<file path="src/uart_channel_defines.vh">
// Constants for one serial channel with FIFOs and hardware flow control
// Operation
// - Each host byte goes out as start, data LSB first, parity, stop bits.
// - In FIFO mode host writes fill a 128-byte transmit FIFO, one slot each.
// - Without FIFO, holding-empty status sets when the byte enters the shifter.
// - Holding-empty raises the transmit-empty interrupt only when its enable is set.
// - Without FIFO, shifter-empty status sets once the shifter is fully drained.
// - In FIFO mode holding-empty follows FIFO empty and interrupts on emptying.
// - In FIFO mode shifter-empty needs both shifter and FIFO empty.
// - Falling receive edge starts 16x count; after 8, start bit must still be low.
// - Data and stop bits are sampled at bit centre with the same count.
// - Receive FIFO holds 128 entries of data byte plus three error tags.
// - Error status shows head tags and updates as soon as a byte is read.
// - Receive holding register gives the oldest byte; a read loads the next.
// - Receive-ready interrupt per byte or at trigger level, only when enabled.
// - Timeout interrupt after four character lengths plus twelve bit times idle.
// - Auto RTS is enabled by a feature bit and started by the RTS control bit.
// - RTS going high raises a flow interrupt when its gated enable is set.
// - Auto RTS goes high at upper fill limit, back low at lower limit.
// - Limits are the next higher and next lower trigger levels; FIFO depth above the top level, zero below the lowest.
// - Receiver keeps storing bytes while RTS is high until the FIFO is full.
// - Auto CTS: CTS high stops after current stop bit, CTS low resumes.
// - CTS going high raises a flow interrupt when its gated enable is set.
// - One bit period is sixteen ticks of the 16x sampling clock.
`ifndef UART_CHANNEL_DEFINES_VH
`define UART_CHANNEL_DEFINES_VH
// Register offsets
`define OFS_DATA 3'h0
`define OFS_IER 3'h1
`define OFS_ISR_FCR 3'h2
`define OFS_LCR 3'h3
`define OFS_MCR 3'h4
`define OFS_LSR 3'h5
`define OFS_DIV 3'h6
`define OFS_EFR 3'h7
// Reset values
`define RST_DIV 8'h01
`define RST_LCR 8'h03
// Field positions
`define IER_RX 0
`define IER_THR 1
`define IER_RTS 6
`define IER_CTS 7
`define FCR_EN 0
`define FCR_RXRST 1
`define FCR_TXRST 2
`define LCR_STOP2 2
`define LCR_PAREN 3
`define LCR_EVEN 4
`define MCR_RTS 1
`define EFR_ENH 4
`define EFR_ARTS 6
`define EFR_ACTS 7
// Interrupt status codes
`define ISR_NONE 8'h01
`define ISR_THR 8'h02
`define ISR_RX 8'h04
`define ISR_TOUT 8'h0C
`define ISR_FLOW 8'h20
// Timing counts in 16x ticks; TOUT_EXTRA is in bit times
`define TICK_LAST 4'hF
`define TICK_MID 4'h7
`define TOUT_EXTRA 7'h0C
// Trigger table levels
`define TRIG_L0 8'h08
`define TRIG_L1 8'h10
`define TRIG_L2 8'h18
`define TRIG_L3 8'h1C
`endif

</file>
<file path="src/pair_buffer.v">
// Two-entry buffer so a stalled consumer loses no word
`timescale 1ns/1ps
`default_nettype none
module pair_buffer #(
    parameter W = 11
) (
    // Clock and reset
    input wire clock_in,
    input wire rst_in,
    // Fill side
    input wire in_valid_in,
    input wire [W-1:0] in_data_in,
    output wire in_ready_out,
    // Drain side
    output wire out_valid_out,
    output wire [W-1:0] out_data_out,
    input wire out_ready_in
);
    reg [W-1:0] slot0;
    reg [W-1:0] slot1;
    reg [1:0] fill;
    wire push = in_valid_in && in_ready_out;
    wire pop = out_valid_out && out_ready_in;

    assign in_ready_out = (fill != 2'h2);
    assign out_valid_out = (fill != 2'h0);
    assign out_data_out = slot0;

    // Slot 0 is always the head; slot 1 moves up on a pop
    always @(posedge clock_in)
    begin
        if (pop && fill == 2'h2)
            slot0 <= slot1;
        if (push && (fill == 2'h0 || (fill == 2'h1 && pop)))
            slot0 <= in_data_in;
        else if (push)
            slot1 <= in_data_in;
    end

    // Occupancy
    always @(posedge clock_in)
    begin
        if (rst_in)
            fill <= 2'h0;
        else if (push && !pop)
            fill <= fill + 2'h1;
        else if (pop && !push)
            fill <= fill - 2'h1;
    end
endmodule
`default_nettype wire

</file>
<file path="src/sync_fifo.v">
// Synchronous FIFO with valid/ready on both sides and a fill count
`timescale 1ns/1ps
`default_nettype none
module sync_fifo #(
    parameter W = 8,
    parameter AW = 7
) (
    // Clock and reset
    input wire clock_in,
    input wire rst_in,
    input wire flush_in,
    // Fill side
    input wire in_valid_in,
    input wire [W-1:0] in_data_in,
    output wire in_ready_out,
    // Drain side
    output wire out_valid_out,
    output wire [W-1:0] out_data_out,
    input wire out_ready_in,
    output wire [AW:0] count_out
);
    localparam [AW:0] DEPTH = {{AW{1'b0}}, 1'b1} << AW;
    reg [W-1:0] mem [0:DEPTH-1];
    reg [AW-1:0] wr_ptr;
    reg [AW-1:0] rd_ptr;
    reg [AW:0] count;
    wire push = in_valid_in && in_ready_out;
    wire pop = out_valid_out && out_ready_in;

    assign in_ready_out = (count != DEPTH);
    assign out_valid_out = (count != {(AW+1){1'b0}});
    assign out_data_out = mem[rd_ptr];
    assign count_out = count;

    // Storage is not reset; only the pointers and the count carry control state
    always @(posedge clock_in)
    begin
        if (push)
            mem[wr_ptr] <= in_data_in;
    end

    // Pointers advance by one slot per transfer
    always @(posedge clock_in)
    begin
        if (rst_in || flush_in)
        begin
            wr_ptr <= {AW{1'b0}};
            rd_ptr <= {AW{1'b0}};
            count <= {(AW+1){1'b0}};
        end
        else
        begin
            if (push)
                wr_ptr <= wr_ptr + {{(AW-1){1'b0}}, 1'b1};
            if (pop)
                rd_ptr <= rd_ptr + {{(AW-1){1'b0}}, 1'b1};
            if (push && !pop)
                count <= count + {{AW{1'b0}}, 1'b1};
            else if (pop && !push)
                count <= count - {{AW{1'b0}}, 1'b1};
        end
    end
endmodule
`default_nettype wire

</file>
<file path="src/uart_channel.v">
// One UART channel: registers, transmitter, receiver and RTS/CTS flow control
`timescale 1ns/1ps
`default_nettype none
`include "uart_channel_defines.vh"
module uart_channel #(
    parameter AW = 7
) (
    // Clock and reset
    input wire clock_in,
    input wire rst_in,
    // Host register port
    input wire [2:0] addr_in,
    input wire wr_in,
    input wire rd_in,
    input wire [7:0] wdata_in,
    output reg [7:0] rdata_out,
    // Serial and handshake pins
    input wire rx_in,
    input wire cts_n_in,
    output reg tx_out,
    output reg rts_n_out,
    // Interrupt
    output reg irq_out
);
    localparam [2:0] S_IDLE = 3'h0;
    localparam [2:0] S_START = 3'h1;
    localparam [2:0] S_DATA = 3'h2;
    localparam [2:0] S_PAR = 3'h3;
    localparam [2:0] S_STOP = 3'h4;
    localparam [AW:0] DEPTH = {{AW{1'b0}}, 1'b1} << AW;

    reg [7:0] int_enable_reg;
    reg [7:0] line_ctrl_reg;
    reg [7:0] modem_ctrl_reg;
    reg [7:0] enhanced_feature_reg;
    reg [7:0] baud_div;
    reg fifo_en;
    reg [1:0] trig_sel;
    reg [7:0] div_cnt;
    reg tick;
    reg rx_s1, rx_s2, rx_s3;
    reg cts_s1, cts_s2, cts_s3;
    reg [2:0] tx_state;
    reg [3:0] tx_tick;
    reg [2:0] tx_bit;
    reg [7:0] tx_shift;
    reg tx_par;
    reg [2:0] rx_state;
    reg [3:0] rx_tick;
    reg [2:0] rx_bit;
    reg [7:0] rx_shift;
    reg rx_par;
    reg rx_perr;
    reg rx_push;
    reg [10:0] rx_word;
    reg overrun;
    reg thre_pend;
    reg thre_q;
    reg flow_pend;
    reg tout_pend;
    reg [3:0] to_tick;
    reg [6:0] to_bits;
    reg rts_off;
    reg [7:0] isr_val;
    reg [7:0] upper;
    reg [7:0] lower;
    reg [7:0] trig;

    // Host access decode
    wire wr_data = wr_in && addr_in == `OFS_DATA;
    wire rd_data = rd_in && addr_in == `OFS_DATA;
    wire wr_fcr = wr_in && addr_in == `OFS_ISR_FCR;
    wire rd_isr = rd_in && addr_in == `OFS_ISR_FCR;
    wire rd_lsr = rd_in && addr_in == `OFS_LSR;
    wire [2:0] last_bit = 3'h4 + {1'b0, line_ctrl_reg[1:0]};

    // Transmit FIFO
    wire tx_valid, tx_load;
    wire [7:0] tx_head;
    wire [AW:0] tx_count;
    sync_fifo #(.W(8), .AW(AW)) tx_fifo (
        .clock_in(clock_in),
        .rst_in(rst_in),
        .flush_in(wr_fcr && wdata_in[`FCR_TXRST]),
        .in_valid_in(wr_data && (fifo_en || tx_count == {(AW+1){1'b0}})),
        .in_data_in(wdata_in),
        .in_ready_out(),
        .out_valid_out(tx_valid),
        .out_data_out(tx_head),
        .out_ready_in(tx_load),
        .count_out(tx_count)
    );

    // Receive path: a pair buffer absorbs stalls ahead of the receive FIFO
    wire pb_ready, pb_valid, rxf_ready, rx_valid;
    wire [10:0] pb_word, rx_head;
    wire [AW:0] rx_count;
    pair_buffer #(.W(11)) rx_pair (
        .clock_in(clock_in),
        .rst_in(rst_in),
        .in_valid_in(rx_push),
        .in_data_in(rx_word),
        .in_ready_out(pb_ready),
        .out_valid_out(pb_valid),
        .out_data_out(pb_word),
        .out_ready_in(rxf_ready && (fifo_en || rx_count == {(AW+1){1'b0}}))
    );
    sync_fifo #(.W(11), .AW(AW)) rx_fifo (
        .clock_in(clock_in),
        .rst_in(rst_in),
        .flush_in(wr_fcr && wdata_in[`FCR_RXRST]),
        .in_valid_in(pb_valid && (fifo_en || rx_count == {(AW+1){1'b0}})),
        .in_data_in(pb_word),
        .in_ready_out(rxf_ready),
        .out_valid_out(rx_valid),
        .out_data_out(rx_head),
        .out_ready_in(rd_data),
        .count_out(rx_count)
    );

    wire thre = (tx_count == {(AW+1){1'b0}});
    wire tx_empty = thre && tx_state == S_IDLE;
    // CTS high blocks only the start of a new character, so the one in flight ends cleanly
    assign tx_load = tx_state == S_IDLE && tx_valid && !(enhanced_feature_reg[`EFR_ACTS] && cts_s2);
    wire rx_int = int_enable_reg[`IER_RX] && (fifo_en ? ({{(7-AW){1'b0}}, rx_count} >= trig) : rx_valid);
    wire [6:0] to_limit = {1'b0, 4'h7 + {2'b00, line_ctrl_reg[1:0]}, 2'b00} + `TOUT_EXTRA;
    wire next_rts_n = ~modem_ctrl_reg[`MCR_RTS] | rts_off;

    // Trigger level and hysteresis limits of the selected table
    always @*
    begin
        case (trig_sel)
            2'h0: begin trig = `TRIG_L0; upper = `TRIG_L1; lower = 8'h00; end
            2'h1: begin trig = `TRIG_L1; upper = `TRIG_L2; lower = `TRIG_L0; end
            2'h2: begin trig = `TRIG_L2; upper = `TRIG_L3; lower = `TRIG_L1; end
            default: begin trig = `TRIG_L3; upper = {{(7-AW){1'b0}}, DEPTH}; lower = `TRIG_L2; end
        endcase
    end

    // Interrupt identification, highest priority first
    always @*
    begin
        if (tout_pend)
            isr_val = `ISR_TOUT;
        else if (rx_int)
            isr_val = `ISR_RX;
        else if (thre_pend && int_enable_reg[`IER_THR])
            isr_val = `ISR_THR;
        else if (flow_pend)
            isr_val = `ISR_FLOW;
        else
            isr_val = `ISR_NONE;
    end

    // Host register writes and read data
    always @(posedge clock_in)
    begin
        if (rst_in)
        begin
            int_enable_reg <= 8'h00;
            line_ctrl_reg <= `RST_LCR;
            modem_ctrl_reg <= 8'h00;
            enhanced_feature_reg <= 8'h00;
            baud_div <= `RST_DIV;
            fifo_en <= 1'b0;
            trig_sel <= 2'h0;
            rdata_out <= 8'h00;
        end
        else
        begin
            if (wr_in)
            begin
                case (addr_in)
                    `OFS_IER: int_enable_reg <= enhanced_feature_reg[`EFR_ENH] ? wdata_in : {int_enable_reg[7:4], wdata_in[3:0]};
                    `OFS_ISR_FCR:
                    begin
                        fifo_en <= wdata_in[`FCR_EN];
                        trig_sel <= wdata_in[7:6];
                    end
                    `OFS_LCR: line_ctrl_reg <= wdata_in;
                    `OFS_MCR: modem_ctrl_reg <= wdata_in;
                    `OFS_DIV: baud_div <= wdata_in;
                    `OFS_EFR: enhanced_feature_reg <= wdata_in;
                    default: ;
                endcase
            end
            if (rd_in)
            begin
                case (addr_in)
                    `OFS_DATA: rdata_out <= rx_valid ? rx_head[7:0] : 8'h00;
                    `OFS_IER: rdata_out <= int_enable_reg;
                    `OFS_ISR_FCR: rdata_out <= isr_val;
                    `OFS_LCR: rdata_out <= line_ctrl_reg;
                    `OFS_MCR: rdata_out <= modem_ctrl_reg;
                    `OFS_LSR: rdata_out <= {1'b0, tx_empty, thre,
                        rx_valid ? rx_head[10:8] : 3'h0, overrun, rx_valid};
                    `OFS_DIV: rdata_out <= baud_div;
                    default: rdata_out <= enhanced_feature_reg;
                endcase
            end
        end
    end

    // 16x tick enable from the baud divider; a divisor of zero acts as 256
    always @(posedge clock_in)
    begin
        if (rst_in)
        begin
            div_cnt <= 8'h00;
            tick <= 1'b0;
        end
        else if (div_cnt == 8'h00)
        begin
            div_cnt <= baud_div - 8'h01;
            tick <= 1'b1;
        end
        else
        begin
            div_cnt <= div_cnt - 8'h01;
            tick <= 1'b0;
        end
    end

    // Pin synchronisers; the third stage only serves edge detection
    always @(posedge clock_in)
    begin
        if (rst_in)
        begin
            {rx_s1, rx_s2, rx_s3} <= 3'h7;
            {cts_s1, cts_s2, cts_s3} <= 3'h7;
        end
        else
        begin
            {rx_s1, rx_s2, rx_s3} <= {rx_in, rx_s1, rx_s2};
            {cts_s1, cts_s2, cts_s3} <= {cts_n_in, cts_s1, cts_s2};
        end
    end

    // Transmitter: each bit lasts sixteen ticks
    always @(posedge clock_in)
    begin
        if (rst_in)
        begin
            tx_state <= S_IDLE;
            tx_tick <= 4'h0;
            tx_bit <= 3'h0;
            tx_shift <= 8'h00;
            tx_par <= 1'b0;
            tx_out <= 1'b1;
        end
        else if (tx_state == S_IDLE)
        begin
            if (tx_load)
            begin
                tx_shift <= tx_head;
                tx_state <= S_START;
                tx_tick <= 4'h0;
                tx_out <= 1'b0;
            end
        end
        else if (tick)
        begin
            tx_tick <= tx_tick + 4'h1;
            if (tx_tick == `TICK_LAST)
            begin
                case (tx_state)
                    S_START:
                    begin
                        tx_state <= S_DATA;
                        tx_bit <= 3'h0;
                        tx_out <= tx_shift[0];
                        tx_par <= tx_shift[0];
                        tx_shift <= {1'b0, tx_shift[7:1]};
                    end
                    S_DATA:
                    begin
                        if (tx_bit == last_bit)
                        begin
                            tx_state <= line_ctrl_reg[`LCR_PAREN] ? S_PAR : S_STOP;
                            tx_out <= line_ctrl_reg[`LCR_PAREN] ? (tx_par ^ ~line_ctrl_reg[`LCR_EVEN]) : 1'b1;
                            tx_bit <= 3'h0;
                        end
                        else
                        begin
                            tx_bit <= tx_bit + 3'h1;
                            tx_out <= tx_shift[0];
                            tx_par <= tx_par ^ tx_shift[0];
                            tx_shift <= {1'b0, tx_shift[7:1]};
                        end
                    end
                    S_PAR:
                    begin
                        tx_state <= S_STOP;
                        tx_out <= 1'b1;
                    end
                    S_STOP:
                    begin
                        if (line_ctrl_reg[`LCR_STOP2] && tx_bit == 3'h0)
                            tx_bit <= 3'h1;
                        else
                            tx_state <= S_IDLE;
                    end
                    default: tx_state <= S_IDLE;
                endcase
            end
        end
    end

    // Receiver: validate start at mid bit, then sample every sixteen ticks
    always @(posedge clock_in)
    begin
        if (rst_in)
        begin
            rx_state <= S_IDLE;
            rx_tick <= 4'h0;
            rx_bit <= 3'h0;
            rx_shift <= 8'h00;
            rx_par <= 1'b0;
            rx_perr <= 1'b0;
            rx_push <= 1'b0;
            rx_word <= 11'h000;
        end
        else
        begin
            rx_push <= 1'b0;
            if (rx_state == S_IDLE)
            begin
                if (rx_s3 && !rx_s2)
                begin
                    rx_state <= S_START;
                    rx_tick <= 4'h0;
                    rx_shift <= 8'h00;
                    rx_par <= 1'b0;
                    rx_perr <= 1'b0;
                end
            end
            else if (tick)
            begin
                rx_tick <= rx_tick + 4'h1;
                case (rx_state)
                    S_START:
                    begin
                        if (rx_tick == `TICK_MID)
                        begin
                            rx_state <= rx_s2 ? S_IDLE : S_DATA;
                            rx_tick <= 4'h0;
                            rx_bit <= 3'h0;
                        end
                    end
                    S_DATA:
                    begin
                        if (rx_tick == `TICK_LAST)
                        begin
                            rx_shift[rx_bit] <= rx_s2;
                            rx_par <= rx_par ^ rx_s2;
                            rx_bit <= rx_bit + 3'h1;
                            if (rx_bit == last_bit)
                                rx_state <= line_ctrl_reg[`LCR_PAREN] ? S_PAR : S_STOP;
                        end
                    end
                    S_PAR:
                    begin
                        if (rx_tick == `TICK_LAST)
                        begin
                            rx_perr <= rx_par ^ rx_s2 ^ ~line_ctrl_reg[`LCR_EVEN];
                            rx_state <= S_STOP;
                        end
                    end
                    S_STOP:
                    begin
                        if (rx_tick == `TICK_LAST)
                        begin
                            rx_word <= {!rx_s2 && rx_shift == 8'h00, !rx_s2, rx_perr, rx_shift};
                            rx_push <= 1'b1;
                            rx_state <= S_IDLE;
                        end
                    end
                    default: rx_state <= S_IDLE;
                endcase
            end
        end
    end

    // Sticky status: a set in the same cycle as its clear wins
    always @(posedge clock_in)
    begin
        if (rst_in)
        begin
            overrun <= 1'b0;
            thre_q <= 1'b1;
            thre_pend <= 1'b0;
            flow_pend <= 1'b0;
        end
        else
        begin
            thre_q <= thre;
            if (rx_push && !pb_ready)
                overrun <= 1'b1;
            else if (rd_lsr)
                overrun <= 1'b0;
            if (thre && !thre_q)
                thre_pend <= 1'b1;
            else if (wr_data || (rd_isr && isr_val == `ISR_THR))
                thre_pend <= 1'b0;
            if ((int_enable_reg[`IER_RTS] && next_rts_n && !rts_n_out) ||
                (int_enable_reg[`IER_CTS] && cts_s2 && !cts_s3))
                flow_pend <= 1'b1;
            else if (rd_isr && isr_val == `ISR_FLOW)
                flow_pend <= 1'b0;
        end
    end

    // Receive idle timer counted in bit times while the FIFO holds data
    always @(posedge clock_in)
    begin
        if (rst_in)
        begin
            to_tick <= 4'h0;
            to_bits <= 7'h00;
            tout_pend <= 1'b0;
        end
        else if (rx_push || rd_data || !rx_valid)
        begin
            to_tick <= 4'h0;
            to_bits <= 7'h00;
            tout_pend <= 1'b0;
        end
        else if (tick && to_bits != to_limit)
        begin
            to_tick <= to_tick + 4'h1;
            if (to_tick == `TICK_LAST)
            begin
                to_bits <= to_bits + 7'h01;
                if (to_bits + 7'h01 == to_limit && int_enable_reg[`IER_RX])
                    tout_pend <= 1'b1;
            end
        end
    end

    // Auto RTS with hysteresis; RTS high only asks the far end to pause
    always @(posedge clock_in)
    begin
        if (rst_in)
        begin
            rts_off <= 1'b0;
            rts_n_out <= 1'b1;
            irq_out <= 1'b0;
        end
        else
        begin
            if (!enhanced_feature_reg[`EFR_ARTS] || !modem_ctrl_reg[`MCR_RTS])
                rts_off <= 1'b0;
            else if ({{(7-AW){1'b0}}, rx_count} >= upper)
                rts_off <= 1'b1;
            else if ({{(7-AW){1'b0}}, rx_count} <= lower)
                rts_off <= 1'b0;
            rts_n_out <= next_rts_n;
            irq_out <= (isr_val != `ISR_NONE);
        end
    end
endmodule
`default_nettype wire

</file>
<file path="config.mk">
export PLATFORM = sky130hd
export DESIGN_NAME = uart_channel
export DESIGN_NICKNAME = d
export VERILOG_FILES = /design/src/pair_buffer.v /design/src/sync_fifo.v /design/src/uart_channel.v
export VERILOG_INCLUDE_DIRS = /design/src
export SDC_FILE = /design/constraint.sdc
export NUM_CORES = 2
export LEC_CHECK = 0
export BUFFER_PORTS_ARGS = -buffer_cell sky130_fd_sc_hd__buf_4
export CAP_MARGIN = 20
export CORE_MARGIN = 2
export CORE_UTILIZATION = 50
export CTS_CLUSTER_DIAMETER = 80
export CTS_CLUSTER_SIZE = 14
export DETAILED_ROUTE_END_ITERATION = 12
export PLACE_DENSITY = 0.63
export SYNTH_ARGS = -nofsm -noshare
export SYNTH_HDL_FRONTEND = slang
export SYNTH_HIERARCHICAL = 1
export SYNTH_SLANG_ARGS = --single-unit
</file>
<file path="constraint.sdc">
create_clock -name clock_in -period 11.45 [get_ports clock_in]
set_clock_uncertainty 0.1 [all_clocks]
set_input_delay 1.145 -clock clock_in [delete_from_list [all_inputs] [get_ports clock_in]]
set_output_delay 1.145 -clock clock_in [all_outputs]
set_load 0.05 [all_outputs]
</file>
==> flow_metrics.py <==
metrics = {
    "synthesis": {
        "ys.warnings.count": 6,
        "syn_avg_cell_area_um2": 18.8,
        "syn_nets": 5666,
        "netlist_instances": 5598,
        "synth_area_um2": 105000,
    },
    "cells_and_area": {
        "top_register": "rx_fifo/mem",
        "nFillCells": 16000,
        "utilization_pct": 54.9,
        "stdcell_count": 8635,
        "largest_reg_flops": 1408,
        "final_common_cell": "edfxtp_1",
        "reg_top3": "rx_fifo/mem x1408, tx_fifo/mem x1024",
        "stdcell_area_um2": 115000,
        "final_nets": 5791,
        "layout-drive-gt1-share_pct": 20.0,
        "syn_to_final_growth_pct": 9.38,
        "final_cell_mix": "edfxtp_1 (2454), mux4_2 (494), nor2_1 (397), mux2i_1 (299), clkbuf_16 (212)",
    },
    "pwr": {
        "pwr-share-clk_pct": 34.4,
        "p_per_area_nw_per_um2": 169,
        "intPower_uw": 14900,
        "total_power_uw": 19400,
        "max-vdd-ir-drop_v": 0.000175,
        "netSwitchingFraction_pct": 23.3,
        "p_seq_share_pct": 55.3,
        "p_sw_uw": 4510,
        "p_leak_uw": 0.0345,
        "pwr-share-comb_pct": 10.3,
    },
    "drt": {
        "wl_met1_mm": 106,
        "vias": 53400,
        "dr_wl_met3_mm": 18.7,
        "met2WireLength_mm": 117,
        "viasPerCell": 6.19,
        "routed_wl_mm": 247,
        "drt-wirelength-per-cell_um": 28.6,
        "drtIter0Drc": 6123,
        "dr.pass1.iters": 6,
        "ant_nets": 0,
        "remaining_drc_errors": 0,
        "maxUsedRoutingLayer": "met4",
    },
    "critical_path": {
        "crit_path_end_kind": "register",
        "worstReg2RegEnd": "rdata_out[3]$_SDFFE_PP0P_",
        "ff2ff_setup_slack_ns": 6.07,
        "worst-setup-path-type": "register to register",
        "r2r_cells": 11,
        "cp.required_ns": 12.07,
        "start_kind": "register",
        "crit_path_max_fanout": 43,
        "critPathArrivalTime_ns": 6.00,
    },
    "cts": {
        "path_clk_slew_ns": 0.07,
        "cts_tree": "done",
        "numCtsBuffers": 208,
        "insertion_delay_ns": 0.89,
        "ctsLongestPathBuffers": 3,
        "cts_sinks": 2651,
        "htreeDepth": 4,
        "cts_setup_buffers": 0,
        "ctsResizeCount": 0,
        "cts_root_buf": "clkbuf_16",
        "hold_buffers": 0,
    },
    "die": {
        "dieWidth_um": 462,
        "num_rows": 168,
        "fp.coreArea_um2": 209000,
        "start_util_pct": 50.2,
        "io_pins": 28,
        "dieArea_um2": 214000,
        "chipHeight_um": 462,
    },
    "grt": {
        "antenna_found_initial": 7,
        "grtUsageTotal_pct": 22.8,
        "grt_max_degree": 140,
        "grt_pass1_vias": 52700,
        "grt_pass1_wl_mm": 363,
        "overflow": 0,
    },
    "sta": {
        "final.setup.tns_ns": 0,
        "slew_headroom_pct": 23.1,
        "period_needed_ns": 5.38,
        "timing.final.crit_share_pct": 47.0,
        "clock.fmax_mhz": 186,
        "tightest_slew_ns": 1.15,
        "hold_violations": 0,
        "drv_slew": 0,
        "setup_viol": 0,
        "rsz0062_at_grt": "no",
    },
    "place": {
        "place_area_um2": 109000,
        "dp_hpwl_mm": 150,
        "port_buffers": 27,
        "dp.cells": 8281,
        "gp_congestion": 0.855,
    },
    "worst_hold_path": {
        "hold_end": "rx_s2$_SDFF_PP1_",
        "hp-class": "register to register",
        "hold_depth": 1,
        "min_from": "rx_s1$_SDFF_PP1_",
    },
    "run_status": {
        "status": "finished clean",
    },
    "job": {
        "cap_viol_max_count": 0,
    },
}
metrics by stage:
| step | hold slack (ns) | setup slack [ns] |
|---|---|---|
| floorplan | 0.289 | 7.27 |
| global placement | 0.298 | 5.86 |
| global route | 0.320 | 5.62 |
| detailed placement | 0.305 | 5.92 |
| CTS | 0.285 | 5.92 |
| finish | 0.316 | 6.07 |
worst max-delay path: stages (launching register included):
cell and delay (ns):
dfxtp_4 0.91, buf_4 0.77, buf_4 0.73, mux4_2 0.60, mux2i_1 0.41, mux4_2 0.42
o22ai_1 0.22, a221o_1 0.36, a22oi_1 0.24, o22ai_1 0.13, o221ai_1 0.16, a21oi_1 0.10
metal layers:
layer	vias to the layer above	track usage, %
li1	22800	-
met5	-	0
met1	28200	34.0
met4	0	5.40
met3	333	3.76
met2	2088	35.6
worst max-delay path by stage:
stage                                              endpoint  startpoint  depth (start not counted)
after floorplan           tx_fifo/count_out[6]$_SDFFE_PP0P_  addr_in[1]                         13
after global placement            rdata_out[1]$_SDFFE_PP0P_    register                         12
after detailed placement          rdata_out[1]$_SDFFE_PP0P_    register                         12
after CTS                         rdata_out[1]$_SDFFE_PP0P_    register                         12
after global routing              rdata_out[1]$_SDFFE_PP0P_    register                         12
final                             rdata_out[3]$_SDFFE_PP0P_    register                         11
power by group through the flow:
stage	logic [µW]	registers [µW]	clock network (µW)
2_1_floorplan	1460	10900	0
3_3_place_gp	2000	10900	0
3_5_place_dp	2010	10900	0
4_1_cts	2020	10700	6790
5_1_grt	2160	10700	7140
6_report	2000	10700	6660
final cells by class:
| cell class | count | area (µm²) | share of cell area (%) |
|---|---|---|---|
| diodes | 7 | 17.5 | 0.0152 |
| clock buffers | 296 | 5640 | 4.91 |
| clock inverters | 14 | 254 | 0.221 |
| inverters | 55 | 206 | 0.180 |
| multi-input cells | 2587 | 25900 | 22.5 |
| flip-flops and latches | 2651 | 77700 | 67.6 |
| well taps | 2805 | 3510 | 3.05 |
| repair buffers | 220 | 1790 | 1.55 |
Power figures use the tool's default switching activity.
